### src/hw/mafb_pkg.sv
// Package: register map, field positions and reset values of the alarm/fault bank
// Functional notes
// - Limit enable bits 7 and 6 arm aux channel 3 over and under alarms.
// - Limit enable bits 5 and 4 arm aux channel 4 over and under alarms.
// - Limit enable bits 3 and 2 arm summed current over and under alarms.
// - Limit enable bits 1 and 0 arm summed power over and under alarms.
// - Fault bits 7 and 6 flag aux channel 3 above max, below min.
// - Fault bits 5 and 4 flag aux channel 4 above max, below min.
// - Fault bits 3 and 2 flag summed current above max, below min.
// - Fault bits 1 and 0 flag summed power above max, below min.
// - Event enable bit 7 alarms on voltage converter data ready.
// - Event enable bit 6 alarms on current converters data ready.
// - Event enable bit 4 plus wakeup control alarms on stuck-bus shutdown exit.
// - Event fault bit 4 set on stuck-bus wakeup exit with control set.
// - Event enable bits 3,2,1 arm input-level alarms of pins 1,2,3.
// - Event fault bits 3,2,1 set when pins 1,2,3 seen at alarm level.
// - Pin I/O control bits 3,2,1 choose alarm level of pins 1,2,3.
// - Event fault bits 7..5,0 and enable bits 5,0 read zero, ignore writes.
// - Pin status bits 3..0 show live levels of pins 1 to 4.
// - Pin status bits 7..4 read zero, writes ignored.
// - Polarity 1 means high alarm level; pins 1,2 default low, pin 3 high.
// - Alarm-generated flag latches on alarms; cleared by writing 0 or clear bit.
package mafb_pkg;
  // Register indices; the bus byte address is four times the index
  localparam logic [7:0] MAFB_IDX_LIMIT_ENABLE3 = 8'h91;
  localparam logic [7:0] MAFB_IDX_LIMIT_LIMIT_FAULT_GROUP3 = 8'h92;
  localparam logic [7:0] MAFB_IDX_EVENT_ENABLE4 = 8'h93;
  localparam logic [7:0] MAFB_IDX_EVENT_EVENT_FAULT_GROUP4 = 8'h94;
  localparam logic [7:0] MAFB_IDX_PIN_STATUS = 8'h95;
  localparam logic [7:0] MAFB_IDX_PIN_IO_CTRL = 8'h96;
  localparam logic [7:0] MAFB_IDX_PIN4_CTRL = 8'h97;
  localparam logic [7:0] MAFB_IDX_CONTROL_B = 8'h98;
  localparam int MAFB_ADDR_W = 10;
  localparam logic [7:0] MAFB_EVENT4_MASK = 8'hDE;
  localparam logic [7:0] MAFB_EVENT_FAULT_GROUP4_MASK = 8'h1E;
  localparam logic [7:0] MAFB_PIN_IO_MASK = 8'h0E;
  localparam logic [7:0] MAFB_PIN_IO_RESET = 8'h02;
  localparam logic [7:0] MAFB_SECOND_CONTROL_REGISTER_MASK = 8'h90;
  localparam int MAFB_SECOND_CONTROL_REGISTER_CLEAR_BIT = 7;
  localparam int MAFB_SECOND_CONTROL_REGISTER_WAKE_BIT = 4;
  localparam int MAFB_GC_FLAG_BIT = 7;
  localparam int MAFB_F4_WAKE_BIT = 4;
  localparam int MAFB_VRDY_BIT = 7;
  localparam int MAFB_IRDY_BIT = 6;
  localparam int MAFB_VAL_W = 24;
endpackage : mafb_pkg

### src/hw/mafb_bank.sv
// Alarm-enable and fault-flag register bank with Avalon-MM slave
module mafb_bank (
  input wire logic ref_clk,
  input wire logic rst_b,
  input wire logic [9:0] address,
  input wire logic read,
  input wire logic write,
  input wire logic [31:0] writedata,
  input wire logic [3:0] byteenable,
  output logic [31:0] readdata,
  output logic waitrequest,
  output logic response_err,
  input wire logic [23:0] aux3_value,
  input wire logic [23:0] aux4_value,
  input wire logic [23:0] isum_value,
  input wire logic [23:0] psum_value,
  input wire logic [23:0] aux3_max,
  input wire logic [23:0] aux3_min,
  input wire logic [23:0] aux4_max,
  input wire logic [23:0] aux4_min,
  input wire logic [23:0] isum_max,
  input wire logic [23:0] isum_min,
  input wire logic [23:0] psum_max,
  input wire logic [23:0] psum_min,
  input wire logic aux_conv_done,
  input wire logic isum_conv_done,
  input wire logic psum_conv_done,
  input wire logic voltage_ready,
  input wire logic current_ready,
  input wire logic stuck_wake,
  input wire logic [3:0] pin_level_in,
  output logic stuck_wake_enable,
  output logic alarm_out
);
  logic [7:0] limit_enable_bits3_reg;
  logic [7:0] limit_fault_bits3_reg;
  logic [7:0] event_enable_bits4_reg;
  logic [7:0] event_fault_bits4_reg;
  logic [7:0] pin_io_control_bits_reg;
  logic alarm_flag_reg;
  logic [7:0] second_control_register_reg;
  logic ack_reg;
  logic [31:0] readdata_reg;
  logic err_reg;
  logic [7:0] limit_fault_bits3_next;
  logic [7:0] event_fault_bits4_next;
  logic alarm_flag_next;

  // One wait state: answer comes on the cycle after the request is seen
  wire req = (read | write) & ~ack_reg;
  wire [7:0] idx = address[9:2];
  wire wr_ok = write & ack_reg & byteenable[0];
  wire [7:0] wd = writedata[7:0];
  wire sel_le3 = (idx == mafb_pkg::MAFB_IDX_LIMIT_ENABLE3);
  wire sel_lf3 = (idx == mafb_pkg::MAFB_IDX_LIMIT_LIMIT_FAULT_GROUP3);
  wire sel_ee4 = (idx == mafb_pkg::MAFB_IDX_EVENT_ENABLE4);
  wire sel_ef4 = (idx == mafb_pkg::MAFB_IDX_EVENT_EVENT_FAULT_GROUP4);
  wire sel_gs = (idx == mafb_pkg::MAFB_IDX_PIN_STATUS);
  wire sel_gio = (idx == mafb_pkg::MAFB_IDX_PIN_IO_CTRL);
  wire sel_gc = (idx == mafb_pkg::MAFB_IDX_PIN4_CTRL);
  wire sel_cb = (idx == mafb_pkg::MAFB_IDX_CONTROL_B);
  wire mapped = sel_le3 | sel_lf3 | sel_ee4 | sel_ef4 | sel_gs | sel_gio | sel_gc | sel_cb;

  // Comparisons are strict and qualified by the conversion strobe of each value
  wire [7:0] limit_hit;
  assign limit_hit[7] = aux_conv_done & (aux3_value > aux3_max);
  assign limit_hit[6] = aux_conv_done & (aux3_value < aux3_min);
  assign limit_hit[5] = aux_conv_done & (aux4_value > aux4_max);
  assign limit_hit[4] = aux_conv_done & (aux4_value < aux4_min);
  assign limit_hit[3] = isum_conv_done & (isum_value > isum_max);
  assign limit_hit[2] = isum_conv_done & (isum_value < isum_min);
  assign limit_hit[1] = psum_conv_done & (psum_value > psum_max);
  assign limit_hit[0] = psum_conv_done & (psum_value < psum_min);
  wire [7:0] limit_set = limit_hit & limit_enable_bits3_reg;

  // Pin level match: polarity 1 alarms on high, 0 on low
  wire [2:0] pin_match = ~(pin_level_in[3:1] ^ pin_io_control_bits_reg[3:1]);
  wire wake_hit = stuck_wake & second_control_register_reg[mafb_pkg::MAFB_SECOND_CONTROL_REGISTER_WAKE_BIT];
  wire [7:0] event_hit = {3'b000, wake_hit, pin_match, 1'b0};
  wire [7:0] event_set = event_hit & event_enable_bits4_reg & mafb_pkg::MAFB_EVENT4_MASK;
  wire rdy_alarm = (voltage_ready & event_enable_bits4_reg[mafb_pkg::MAFB_VRDY_BIT])
                 | (current_ready & event_enable_bits4_reg[mafb_pkg::MAFB_IRDY_BIT]);
  wire any_alarm = (|limit_set) | (|event_set) | rdy_alarm;

  // Software clears fault bits by writing 0; a new event in the same cycle wins
  wire [7:0] lf3_keep = (wr_ok & sel_lf3) ? (limit_fault_bits3_reg & wd) : limit_fault_bits3_reg;
  wire [7:0] ef4_keep = (wr_ok & sel_ef4) ? (event_fault_bits4_reg & wd) : event_fault_bits4_reg;
  wire flag_clr = (wr_ok & sel_gc & ~wd[mafb_pkg::MAFB_GC_FLAG_BIT])
                | (wr_ok & sel_cb & wd[mafb_pkg::MAFB_SECOND_CONTROL_REGISTER_CLEAR_BIT]);

  always_comb begin
    limit_fault_bits3_next = lf3_keep | limit_set;
    event_fault_bits4_next = (ef4_keep | event_set) & mafb_pkg::MAFB_EVENT_FAULT_GROUP4_MASK;
    alarm_flag_next = any_alarm | (alarm_flag_reg & ~flag_clr);
  end

  wire [7:0] rd_byte = sel_le3 ? limit_enable_bits3_reg :
                       sel_lf3 ? limit_fault_bits3_reg :
                       sel_ee4 ? event_enable_bits4_reg :
                       sel_ef4 ? event_fault_bits4_reg :
                       sel_gs ? {4'h0, pin_level_in} :
                       sel_gio ? pin_io_control_bits_reg :
                       sel_gc ? {alarm_flag_reg, 7'h00} :
                       sel_cb ? second_control_register_reg : 8'h00;

  always_ff @(posedge ref_clk) begin
    if (!rst_b) begin
      limit_enable_bits3_reg <= 8'h00;
      event_enable_bits4_reg <= 8'h00;
      pin_io_control_bits_reg <= mafb_pkg::MAFB_PIN_IO_RESET;
      second_control_register_reg <= 8'h00;
    end else if (wr_ok) begin
      if (sel_le3) limit_enable_bits3_reg <= wd;
      if (sel_ee4) event_enable_bits4_reg <= wd & mafb_pkg::MAFB_EVENT4_MASK;
      if (sel_gio) pin_io_control_bits_reg <= wd & mafb_pkg::MAFB_PIN_IO_MASK;
      // Clear bit is self-clearing; only the wakeup bit is stored
      if (sel_cb) second_control_register_reg <= wd & 8'h10;
    end
  end

  always_ff @(posedge ref_clk) begin
    if (!rst_b) begin
      limit_fault_bits3_reg <= 8'h00;
      event_fault_bits4_reg <= 8'h00;
      alarm_flag_reg <= 1'b0;
    end else begin
      limit_fault_bits3_reg <= limit_fault_bits3_next;
      event_fault_bits4_reg <= event_fault_bits4_next;
      alarm_flag_reg <= alarm_flag_next;
    end
  end

  always_ff @(posedge ref_clk) begin
    if (!rst_b) begin
      ack_reg <= 1'b0;
      readdata_reg <= 32'h0000_0000;
      err_reg <= 1'b0;
    end else begin
      ack_reg <= req;
      if (req) begin
        readdata_reg <= {24'h00_0000, rd_byte};
        err_reg <= ~mapped;
      end
    end
  end

  assign waitrequest = (read | write) & ~ack_reg;
  assign readdata = readdata_reg;
  assign response_err = err_reg;
  assign stuck_wake_enable = second_control_register_reg[mafb_pkg::MAFB_SECOND_CONTROL_REGISTER_WAKE_BIT];
  assign alarm_out = alarm_flag_reg;
endmodule // mafb_bank

### config.mk
export PLATFORM = sky130hd
export DESIGN_NAME = mafb_bank
export DESIGN_NICKNAME = d
export VERILOG_FILES = /design/src/hw/mafb_pkg.sv /design/src/hw/mafb_bank.sv
export SDC_FILE = /design/constraint.sdc
export NUM_CORES = 1
export LEC_CHECK = 0
export BUFFER_PORTS_ARGS = -buffer_cell sky130_fd_sc_hd__buf_2
export CORE_AREA = 2 2 151 153
export DETAILED_ROUTE_END_ITERATION = 8
export DIE_AREA = 0 0 153 155
export GPL_TIMING_DRIVEN = 1
export PLACE_DENSITY_LB_ADDON = 0.3
export SYNTH_ARGS = -nofsm -noshare
export SYNTH_HDL_FRONTEND = slang
export SYNTH_SLANG_ARGS = --single-unit
### constraint.sdc
create_clock -name ref_clk -period 7.05 [get_ports ref_clk]
set_input_delay 1.41 -clock ref_clk [delete_from_list [all_inputs] [get_ports ref_clk]]
set_output_delay 1.41 -clock ref_clk [all_outputs]
set_load 0.05 [all_outputs]
==> results.md, run 1 <==
* WL met3 at 1536 um
* First-pass GRT wire length at 32600 um
* Die area at 23720 um2
* Synth Instances at 907
* Crit path max fanout at 16
* Post-route setup slack at between 3 and 4 ns
* CP Launch Type: primary input
* Tightest Pin Transition at 1.012 ns
* CP Data Arrival Time at 2.56 ns
* Mapped Avg Cell Area at between 7 and 8 um2
* Gr ovfl total at 0
* Num CTS Buffers at 5
* Post-synthesis sequential area ratio at 0.1193
* Clk sink count at 41
* Crit. End Element: output port
* Antenna violations before repair at 4
* Total Routed Length at 20350 um
* Clk buf depth at 2
* Design area at between 8000 and 9000 um2
* Main flop type after synthesis: dfxtp_1
* Worst-path clk slew at 0.06 ns
* Root buffer cell: clkbuf_16
* Met1 Wirelength at between 8000 and 9000 um
* Status: finished, final reports clean
* Pre-CTS setup slack at roughly 3.1 ns
* Area delta synth->final at 29.61%
* Final min period at 3.972 ns
* Endpoints failing setup at 0
* Synth unique cells at 62
* Die height at 155 um
* Setup Crit Path Kind: in -> out
* YS warnings at 0
* Hpwl dp at 18360 um
* Setup_tns at 0 ns
* Post-synthesis instance area at 6883 um2
* Vias at 7203
* Hold Path Class: reg -> reg
* Total of max-cap violations at 0
* Final cell count without fillers at approximately 1500
* Skew-Pair Late Insertion Delay at between 0.2 and 0.3 ns
* TritonCTS clock tree: yes
* Starting density of the core at 0.3097
* Detail Route Antenna Nets at 0
* Port bufs at 330
* I/O pin total at 384
* Hold Violations, Final at 0
* Largest net degree at the start of global routing at 42
* Post-synth EDFFs at 0
* Pwr/cell area at between 100 and 150 nW/um2
* Period utilization at 0.5635
* GP Congestion at 0.8200
* Unrepaired setup endpoints after global routing: no
* Placed insts at 1508
* Slew headroom at 0.3242
* Fill count at ~2400
* Layout Nets at 1766
* Hold Buf Count CTS at 0
* Post-route DRC violation count at 0
* Clock Skew at 0.006832 ns
* Iteration-0 DRC Markers at 280
* Core region area at 22230 um2
* Asr flop ratio synth at 0
* CTS resizes at 0
* Routed length on met2 at 9909 um
* Die width at 153 um
* Vias in the first global route at 7008
* Top sig layer: met5
* Proportion of layout cells with a drive suffix above 1 at 0.2843
* VDD IR max at 0.07208 mV
* Number of post-CTS setup repair buffers at 0
* Max Slew Vio Count at 0
* H-tree levels at 2
* Hold WS at 0.4709 ns
* Rows at between 50 and 60
* Leakage at 5.210 nW
* Worst Path Required at about 5.6 ns
* Tot GR Track Use at 0.1648
* Max Fclk at 0.2517 GHz
* Avg Vias per Cell at 4.748
* Avg WL per Cell at 13.41 um
* DR pass1 iterations at 6
* Placed Area at 8746 um2
* Post-synthesis register bit count at 41
## cell usage after synthesis, types with 6 or more instances
library cell	number	area [um2]
a221oi_1	6	52.55
nand2_1	71	266.5
a22o_1	6	52.55
inv_1	193	724.4
o21a_1	8	60.06
clkbuf_1	10	37.54
nor2b_1	21	131.4
nand3_1	21	105.1
nand2b_1	6	37.54
mux2i_1	13	130.1
a21boi_0	23	172.7
buf_4	24	180.2
nor4_1	6	37.54
o211ai_1	11	82.58
nor3_1	6	30.03
a21oi_1	68	340.3
nor2_1	18	67.56
dfxtp_1	41	820.8
a21o_1	20	150.1
o211a_1	6	60.06
ha_1	188	2352
o21ai_0	43	215.2
nand4_1	33	206.5
## metal layers
layer / up-vias / global-route usage
met5: - / 0
met4: 6 / 0.02822
met3: 26 / 0.03900
met2: 245 / 0.3039
met1: 3144 / 0.1971
li1: 3782 / -
## worst max-delay path, stage by stage
cell    delay, ns
buf_2        0.08
nor2_1       0.03
or2_2        0.31
inv_1        0.36
buf_2        0.35
## layout by cell type (no fill, tap or decap), types with 2 or more instances in the layout
cell / instances
buf_2: 330
inv_1: 193
ha_1: 188
nand2_1: 71
a21oi_1: 68
o21ai_0: 43
dfxtp_1: 41
nand4_1: 33
conb_1: 24
a21boi_0: 23
nor2b_1: 21
nand3_1: 21
a21o_1: 20
nor2_1: 18
mux2i_1: 13
o211ai_1: 11
o21a_1: 8
nand2b_1: 6
a221oi_1: 6
nor4_1: 6
a22o_1: 6
o211a_1: 6
and3_1: 5
and2_1: 5
a211oi_1: 5
nor3_1: 5
clkbuf_16: 5
a31oi_1: 4
xnor2_1: 4
a22oi_1: 3
a222oi_1: 3
a2111oi_0: 2
and4_2: 2
nand3b_1: 2
## per-stage QoR
step                utilization  total power [mW]
floorplan                     -            0.4904
global placement         0.3935            0.6331
detailed placement       0.3935            0.6400
CTS                      0.4012            0.9103
global route             0.4012            0.9748
finish                   0.4014            0.9010
## cell type report
cell class	instances	area, um2	share of cell area
multi-input combinational	659	5192	0.5820
timing repair buffer	330	1652	0.1851
sequential	41	820.8	0.09201
inverter	193	724.4	0.08121
tap	285	356.6	0.03997
clock buffer	7	142.6	0.01599
clock inverter	1	30.03	0.003366
antenna	1	2.502	0.0002805
## final timing paths
path / start / to / slack [ns] / cells past startpoint
min: readdata[6]$_SDFFE_PN0P_ / readdata[6]$_SDFFE_PN0P_ / 0.47 / 2
min reg2reg: readdata[6]$_SDFFE_PN0P_ / readdata[6]$_SDFFE_PN0P_ / 0.47 / 2
max: write / waitrequest / 3.08 / 5
max reg2reg: ack_reg$_SDFF_PN0_ / alarm_out$_SDFF_PN0_ / 5.09 / 7
## logic make-up (layout without fill, tap and decap cells)
logic type,Yosys count,count (layout),share of synthesized area
AOI/OAI and AO/OA,225,225,0.2160
muxes,14,14,0.02054
and+or+nand+nor,204,204,0.1572
other,1,25,0.0005448
DFF,41,41,0.1193
buffers and inverters,230,531,0.1396
xor gates and xnor gates,4,4,0.005089
adders and majority gates,188,188,0.3418
## power breakdown
group	internal, mW	leakage (nW)	switching, mW
Clock	0.177	0.0841	0.0922
Combinational	0.178	4.79	0.218
Sequential	0.235	0.332	0.00126
Total	0.590	5.21	0.311
Power figures use the tool's default switching activity.
==> run 2: changes to the inputs <==
==> constraint.sdc (replaced) <==
create_clock -name ref_clk -period 4 [get_ports ref_clk]
set_input_delay 0.8 -clock ref_clk [delete_from_list [all_inputs] [get_ports ref_clk]]
set_output_delay 0.8 -clock ref_clk [all_outputs]
set_load 0.05 [all_outputs]
==> run 2 against run 1 <==
Compared with the run above:
- sequential power grew 76%
- cell count is 0.13% higher
- largest cell class unchanged
- global-route usage is 0.19 points lower
- sequential cell count stayed put
- highest routed layer unchanged
==> results.md, run 2 (synthesis gave the netlist of run 1 again) <==
* Status: finished, final reports clean (unchanged)
* Slew headroom at 0.4773 (was 0.3242)
* CP Data Arrival Time at 3.02 ns (was 2.56 ns)
* Fill count at 2365 (was 2386)
* Setup_tns at 0 ns (unchanged)
* Skew-Pair Late Insertion Delay at 0.28 ns (was 0.29 ns)
* Worst Path Required at 4.17 ns (was 5.64 ns)
* Layout Nets at 1768 (was 1766)
* Hold Path Class: reg -> reg (unchanged)
* Clock Skew at 0.004614 ns (was 0.006832 ns)
* Port bufs at 330 (unchanged)
* Endpoints failing setup at 0 (unchanged)
* Vias in the first global route at 6981 (was 7008)
* Root buffer cell: clkbuf_16 (unchanged)
* Commonest non-fill, non-tap cell in the layout: buf_2 (unchanged)
* Worst-path clk slew at 0.06 ns (about the same)
* Post-route setup slack at 1.149 ns (was 3.078 ns)
* Proportion of layout cells with a drive suffix above 1 at 0.2839 (was 0.2843)
* Hold Violations, Final at 0 (unchanged)
* Core region area at 22230 um2 (unchanged)
* Detail Route Antenna Nets at 0 (unchanged)
* GP Congestion at 0.8312 (was 0.8200)
* Die area at 23720 um2 (unchanged)
* Commonest non-fill, non-tap cells in the layout: buf_2 (330), inv_1 (193), ha_1 (188) (unchanged)
* Vias at 7226 (was 7203)
* Crit path max fanout at 3 (was 16)
* CTS resizes at 0 (unchanged)
* DR pass1 iterations at 5 (was 6)
* Final Util at 0.4003 (was 0.4014)
* Avg WL per Cell at 13.23 um (was 13.41 um)
* Max Fclk at 0.3507 GHz
* R2R Setup Slk at 2.00 ns (was 5.09 ns)
* Largest net degree at the start of global routing at 42 (unchanged)
* Hold Buf Count CTS at 0 (unchanged)
* Max Slew Vio Count at 0 (unchanged)
* Sequential cell area at 820.8 um2 (unchanged)
* Setup Crit Path Kind: in -> reg (was in -> out)
* Rows at 55 (unchanged)
* Gr ovfl total at 0 (unchanged)
* Iteration-0 DRC Markers at 244 (was 280)
* Die height at 155 um (unchanged)
* Total of max-cap violations at 0 (unchanged)
* Clk buf depth at 2 (unchanged)
* VDD IR max at 0.1526 mV (was 0.07208 mV)
* First-pass GRT wire length at 32350 um (was 32600 um)
* H-tree levels at 2 (unchanged)
* Crit. End Element: register (was output port)
* Tightest Pin Transition at 0.7824 ns (was 1.012 ns)
* Tot GR Track Use at 0.1629 (was 0.1648)
* Post-route DRC violation count at 0 (unchanged)
* Area delta synth->final at 29.29% (was 29.61%)
* Total Routed Length at 20100 um (was 20350 um)
* Unrepaired setup endpoints after global routing: no (unchanged)
* Number of post-CTS setup repair buffers at 0 (unchanged)
* Pwr/cell area at 168.6 nW/um2 (was 101.0 nW/um2)
* Footprint of the multi-input gates at 5187 um2 (was 5192 um2)
* Leakage at 5.200 nW (was 5.210 nW)
* Antenna violations before repair at 3 (was 4)
* Hpwl dp at 18170 um (was 18360 um)
* CP Launch Type: primary input (unchanged)
* Total Power at 1.501 mW (was 901.0 uW)
* Starting density of the core at 0.3097 (unchanged)
* Final min period at about 2.9 ns
* Die width at 153 um (unchanged)
* Period utilization at 0.7129
* Pre-CTS setup slack at 0.7858 ns (was 3.060 ns)
* TritonCTS clock tree: yes (unchanged)
* I/O pin total at 384 (unchanged)
* Clk sink count at 41 (unchanged)
* Num CTS Buffers at 5 (unchanged)
* Avg Vias per Cell at 4.757 (was 4.748)
==> run 2: cell count changes in the layout (fill, tap and decap cells not counted), sizes merged <==
cell / previous run / this run
bufinv: 1 / 0
buf: 330 / 332
clkinvlp: 0 / 1
==> run 2: path summary, 6_finish.rpt <==
path / from / to / cells past startpoint
worst max register to register: ack_reg$_SDFF_PN0_ / alarm_out$_SDFF_PN0_ / 7
worst min register to register: readdata[6]$_SDFFE_PN0P_ / readdata[6]$_SDFFE_PN0P_ / 2
worst min-delay path: readdata[6]$_SDFFE_PN0P_ / readdata[6]$_SDFFE_PN0P_ / 2
worst max-delay path: isum_value[22] / alarm_out$_SDFF_PN0_ / 9
==> run 2: layout make-up <==
type	count	share of cell area
Multi-Input combinational cell	659	0.5830
Sequential cell	41	0.09224
Timing Repair Buffer	332	0.1873
Tap cell	285	0.04007
Antenna cell	1	0.0002812
Clock buffer	7	0.01490
Inverter	193	0.08141
Clock inverter	1	0.0008436
==> run 2: power breakdown <==
| group | switching (mW) | internal [mW] |
|---|---|---|
| clock network | 0.155 | 0.232 |
| logic | 0.383 | 0.315 |
| registers | 0.00213 | 0.414 |
==> run 2: critical path, stage by stage <==
cell       delay, ns
buf_2           0.12
ha_1            0.31
nand4_1         0.16
nor4_1          0.55
and4_2          0.35
nand2_1         0.09
o2111ai_2       0.13
nand4_1         0.13
o41a_1          0.38
==> run 2: stage by stage <==
step                      area [um2]  cells  hold WS, ns
after floorplan                 6969    930       0.4544
after global placement          8756   1510       0.4514
after detailed placement        8756   1510       0.4560
after CTS                       8896   1518       0.4639
after global routing            8896   1518       0.4922
final                           8899   1519       0.4601
==> run 2: routing by layer <==
metal,vias to the layer above,global-route usage,wire [um]
met5,-,0,23
met1,3152,0.1970,8561
li1,3792,-,-
met4,4,0.03086,221
met3,21,0.03705,1522
met2,257,0.2972,9774
==> run 3: changes to the inputs <==
--- a/config.mk
+++ b/config.mk
@@ -6,9 +6,9 @@
 export NUM_CORES = 1
 export LEC_CHECK = 0
 export BUFFER_PORTS_ARGS = -buffer_cell sky130_fd_sc_hd__buf_2
-export CORE_AREA = 2 2 151 153
+export CORE_AREA = 2 2 148 150
 export DETAILED_ROUTE_END_ITERATION = 8
-export DIE_AREA = 0 0 153 155
+export DIE_AREA = 0 0 150 152
 export GPL_TIMING_DRIVEN = 1
 export PLACE_DENSITY_LB_ADDON = 0.3
 export SYNTH_ARGS = -nofsm -noshare
==> constraint.sdc (replaced) <==
create_clock -name ref_clk -period 2.33 [get_ports ref_clk]
set_input_delay 0.466 -clock ref_clk [delete_from_list [all_inputs] [get_ports ref_clk]]
set_output_delay 0.466 -clock ref_clk [all_outputs]
set_load 0.05 [all_outputs]
==> run 3 against run 2 <==
Compared with the run above:
- sequential cell count unchanged
- die area down 3.9%
- cell area increased by 6.1%
- register-to-register slack worse by 1.4 ns
- setup slack got worse by 1.1 ns
- sequential power is 72% higher
- critical path depth up 1
- clock power up 77%
- clock skew decreased by 0.00061 ns
- non-clock buffer count grew 63
- sequential share of layout area fell by 0.53 points
- count of clock-buffer cells in the layout is the same
- critical path type unchanged
- largest cell class unchanged
- largest power group unchanged
==> results.md, run 3 (synthesis gave the netlist of run 1 again) <==
* Gr ovfl total at 0 (unchanged)
* Critical Path Most Common Cell: nand4_1 (unchanged)
* Proportion of layout cells with a drive suffix above 1 at 0.3266 (was 0.2839)
* First-pass GRT wire length at 32480 um (was 32350 um)
* Detail Route Antenna Nets at 0 (unchanged)
* Iteration-0 DRC Markers at 218 (was 244)
* Crit path max fanout at 2 (was 3)
* ANT cells at 0 (was 1)
* Die height at 152 um (was 155 um)
* VDD IR max at 0.2618 mV (was 0.1526 mV)
* Area delta synth->final at 37.14% (was 29.29%)
* Commonest non-fill, non-tap cells in the layout: buf_2 (330), inv_1 (192), ha_1 (184) (was buf_2 (330), inv_1 (193), ha_1 (188))
* Largest net degree at the start of global routing at 42 (unchanged)
* Clk buf depth at 2 (unchanged)
* Clk sink count at 41 (unchanged)
* Status: finished, final reports clean (unchanged)
* Pwr/cell area at 287.0 nW/um2 (was 168.6 nW/um2)
* Placed insts at 1568 (was 1510)
* DR pass1 iterations at 4 (was 5)
* Worst path top cell family by delay: simple AND/OR/NAND/NOR gates (unchanged)
* Max Slew Vio Count at 0 (unchanged)
* Hold Buf Count CTS at 0 (unchanged)
* Crit. End Element: register (unchanged)
* Worst-path clk slew at 0.06 ns (about the same)
* CP peak stage delay at 0.32 ns (was 0.55 ns)
* Number of post-CTS setup repair buffers at 0 (unchanged)
* Die area at 22800 um2 (was 23720 um2)
* Hold Violations, Final at 0 (unchanged)
* CP Launch Type: primary input (unchanged)
* Vias at 7396 (was 7226)
* Final cell count without fillers at 1575 (was 1519)
* Avg Vias per Cell at 4.696 (was 4.757)
* H-tree levels at 2 (unchanged)
* Vias in the first global route at 7349 (was 6981)
* Unrepaired setup endpoints after global routing: yes (was no)
* Period utilization at 0.9630
* Core region area at 21350 um2 (was 22230 um2)
* Avg WL per Cell at 13.18 um (was 13.23 um)
* Tightest Pin Transition at 0.6339 ns (was 0.7824 ns)
* Rows at 54 (was 55)
* Setup_tns at 0 ns (unchanged)
* Tot GR Track Use at 0.1733 (was 0.1629)
* Hold Path Class: in -> reg (was reg -> reg)
* GP Congestion at 0.8824 (was 0.8312)
* Gr busiest metal: met2 (unchanged)
* Setup Crit Path Kind: in -> reg (unchanged)
* Die width at 150 um (was 153 um)
* Starting density of the core at 0.3224 (was 0.3097)
* Met1 GRT Util at 0.2019 (was 0.1970)
* Antenna violations before repair at 3 (unchanged)
* Final min period at 2.244 ns
* Post-route DRC violation count at 0 (unchanged)
* Root buffer cell: clkbuf_16 (unchanged)
* Clock Skew at 0.004000 ns (was 0.004614 ns)
* Endpoints failing setup at 0 (unchanged)
* Worst Path Buf+Inv at 2 (was 1)
* Skew-Pair Late Insertion Delay at 0.28 ns (about the same)
* Hpwl dp at 18790 um (was 18170 um)
* Fill count at 2182 (was 2365)
* I/O pin total at 384 (unchanged)
* CP max stage cell: o41a_1 (was nor4_1)
* Commonest non-fill, non-tap cell in the layout: buf_2 (unchanged)
* Port bufs at 330 (unchanged)
* Leakage at 5.511 nW (was 5.200 nW)
* CP Data Arrival Time at 2.41 ns (was 3.02 ns)
* Met2 Resource Use GR at 0.3257 (was 0.2972)
* Worst Path Required at 2.50 ns (was 4.17 ns)
* Layout Nets at 1831 (was 1768)
* Max Fclk at 0.4457 GHz
* CP cell instances: buf_2 -> ha_1 -> nand4_1 -> nor4_1 -> buf_4 -> and4_2 -> nand2_1 -> o2111ai_2 -> nand4_1 -> o41a_1 (was buf_2 -> ha_1 -> nand4_1 -> nor4_1 -> and4_2 -> nand2_1 -> o2111ai_2 -> nand4_1 -> o41a_1)
* M3 GR Usage at 0.02883 (was 0.03705)
* Slew headroom at 0.5774 (was 0.4773)
* Total Routed Length at 20760 um (was 20100 um)
* Num CTS Buffers at 5 (unchanged)
* Total of max-cap violations at 0 (unchanged)
* TritonCTS clock tree: yes (unchanged)
run 3: cell types whose count changed in the layout (fill, tap and decap cells not counted), moves of 2 or more:
cell     delta
buf_4      +63
a21oi_1     -2
ha_4        +4
nor4_2      +2
nor4_1      -2
ha_1        -4
a21oi_2     +2
run 3: path summary, 6_finish.rpt:
path | startpoint | to | slack, ns | cells past startpoint
worst min-delay path | writedata[5] | limit_enable_bits3_reg[5]$_SDFFE_PN0P_ | 0.45 | 3
worst max register to register | ack_reg$_SDFF_PN0_ | alarm_out$_SDFF_PN0_ | 0.60 | 7
worst min register to register | readdata[6]$_SDFFE_PN0P_ | readdata[6]$_SDFFE_PN0P_ | 0.47 | 2
worst max-delay path | isum_value[23] | alarm_out$_SDFF_PN0_ | 0.09 | 10
run 3: final cells by class:
class,count,area [um2],area share
clock buffer,7,142.6,0.01511
inverter,193,724.4,0.07675
multi-input combinational,659,5261,0.5574
sequential,41,820.8,0.08696
tap,280,350.3,0.03712
timing repair buffer,395,2140,0.2267
run 3: tightest hold or removal path, cell delays in order:
cell	delay [ns]
buf_2	0.11
nand2_1	0.05
a21boi_0	0.06
run 3: layer usage:
metal	up-vias	share of wire
met5	-	0.0021
met4	6	0.019
met3	32	0.072
met2	248	0.49
met1	3205	0.42
li1	3905	-
run 3: where the power goes:
part,switching [mW],total (mW),internal [mW]
combinational,0.688,1.31,0.622
clock,0.264,0.684,0.420
sequential,0.00393,0.714,0.710
run 3: metrics by stage:
stage | power [mW] | utilization | area [um2] | hold WS, ns | setup slack, ns
2_1_floorplan | 1.484 | - | 6969 | 0.4544 | 0.03511
3_5_place_dp | 2.032 | 0.4320 | 9223 | 0.4734 | -0.3037
5_1_grt | 2.933 | 0.4421 | 9439 | 0.4793 | -0.05566
6_report | 2.709 | 0.4421 | 9439 | 0.4534 | 0.08625
4_1_cts | 2.716 | 0.4386 | 9365 | 0.4571 | 0.02090
3_3_place_gp | 2.007 | 0.4320 | 9223 | 0.4626 | -0.2797
run 3: what timing repair did:
| item | in CTS | in global routing |
|---|---|---|
| pin swaps | 1 | 0 |
| hold endpoints to repair | 0 | 0 |
| resized for setup | 0 | 11 |
| endpoints found under the setup margin | 1 | 1 |
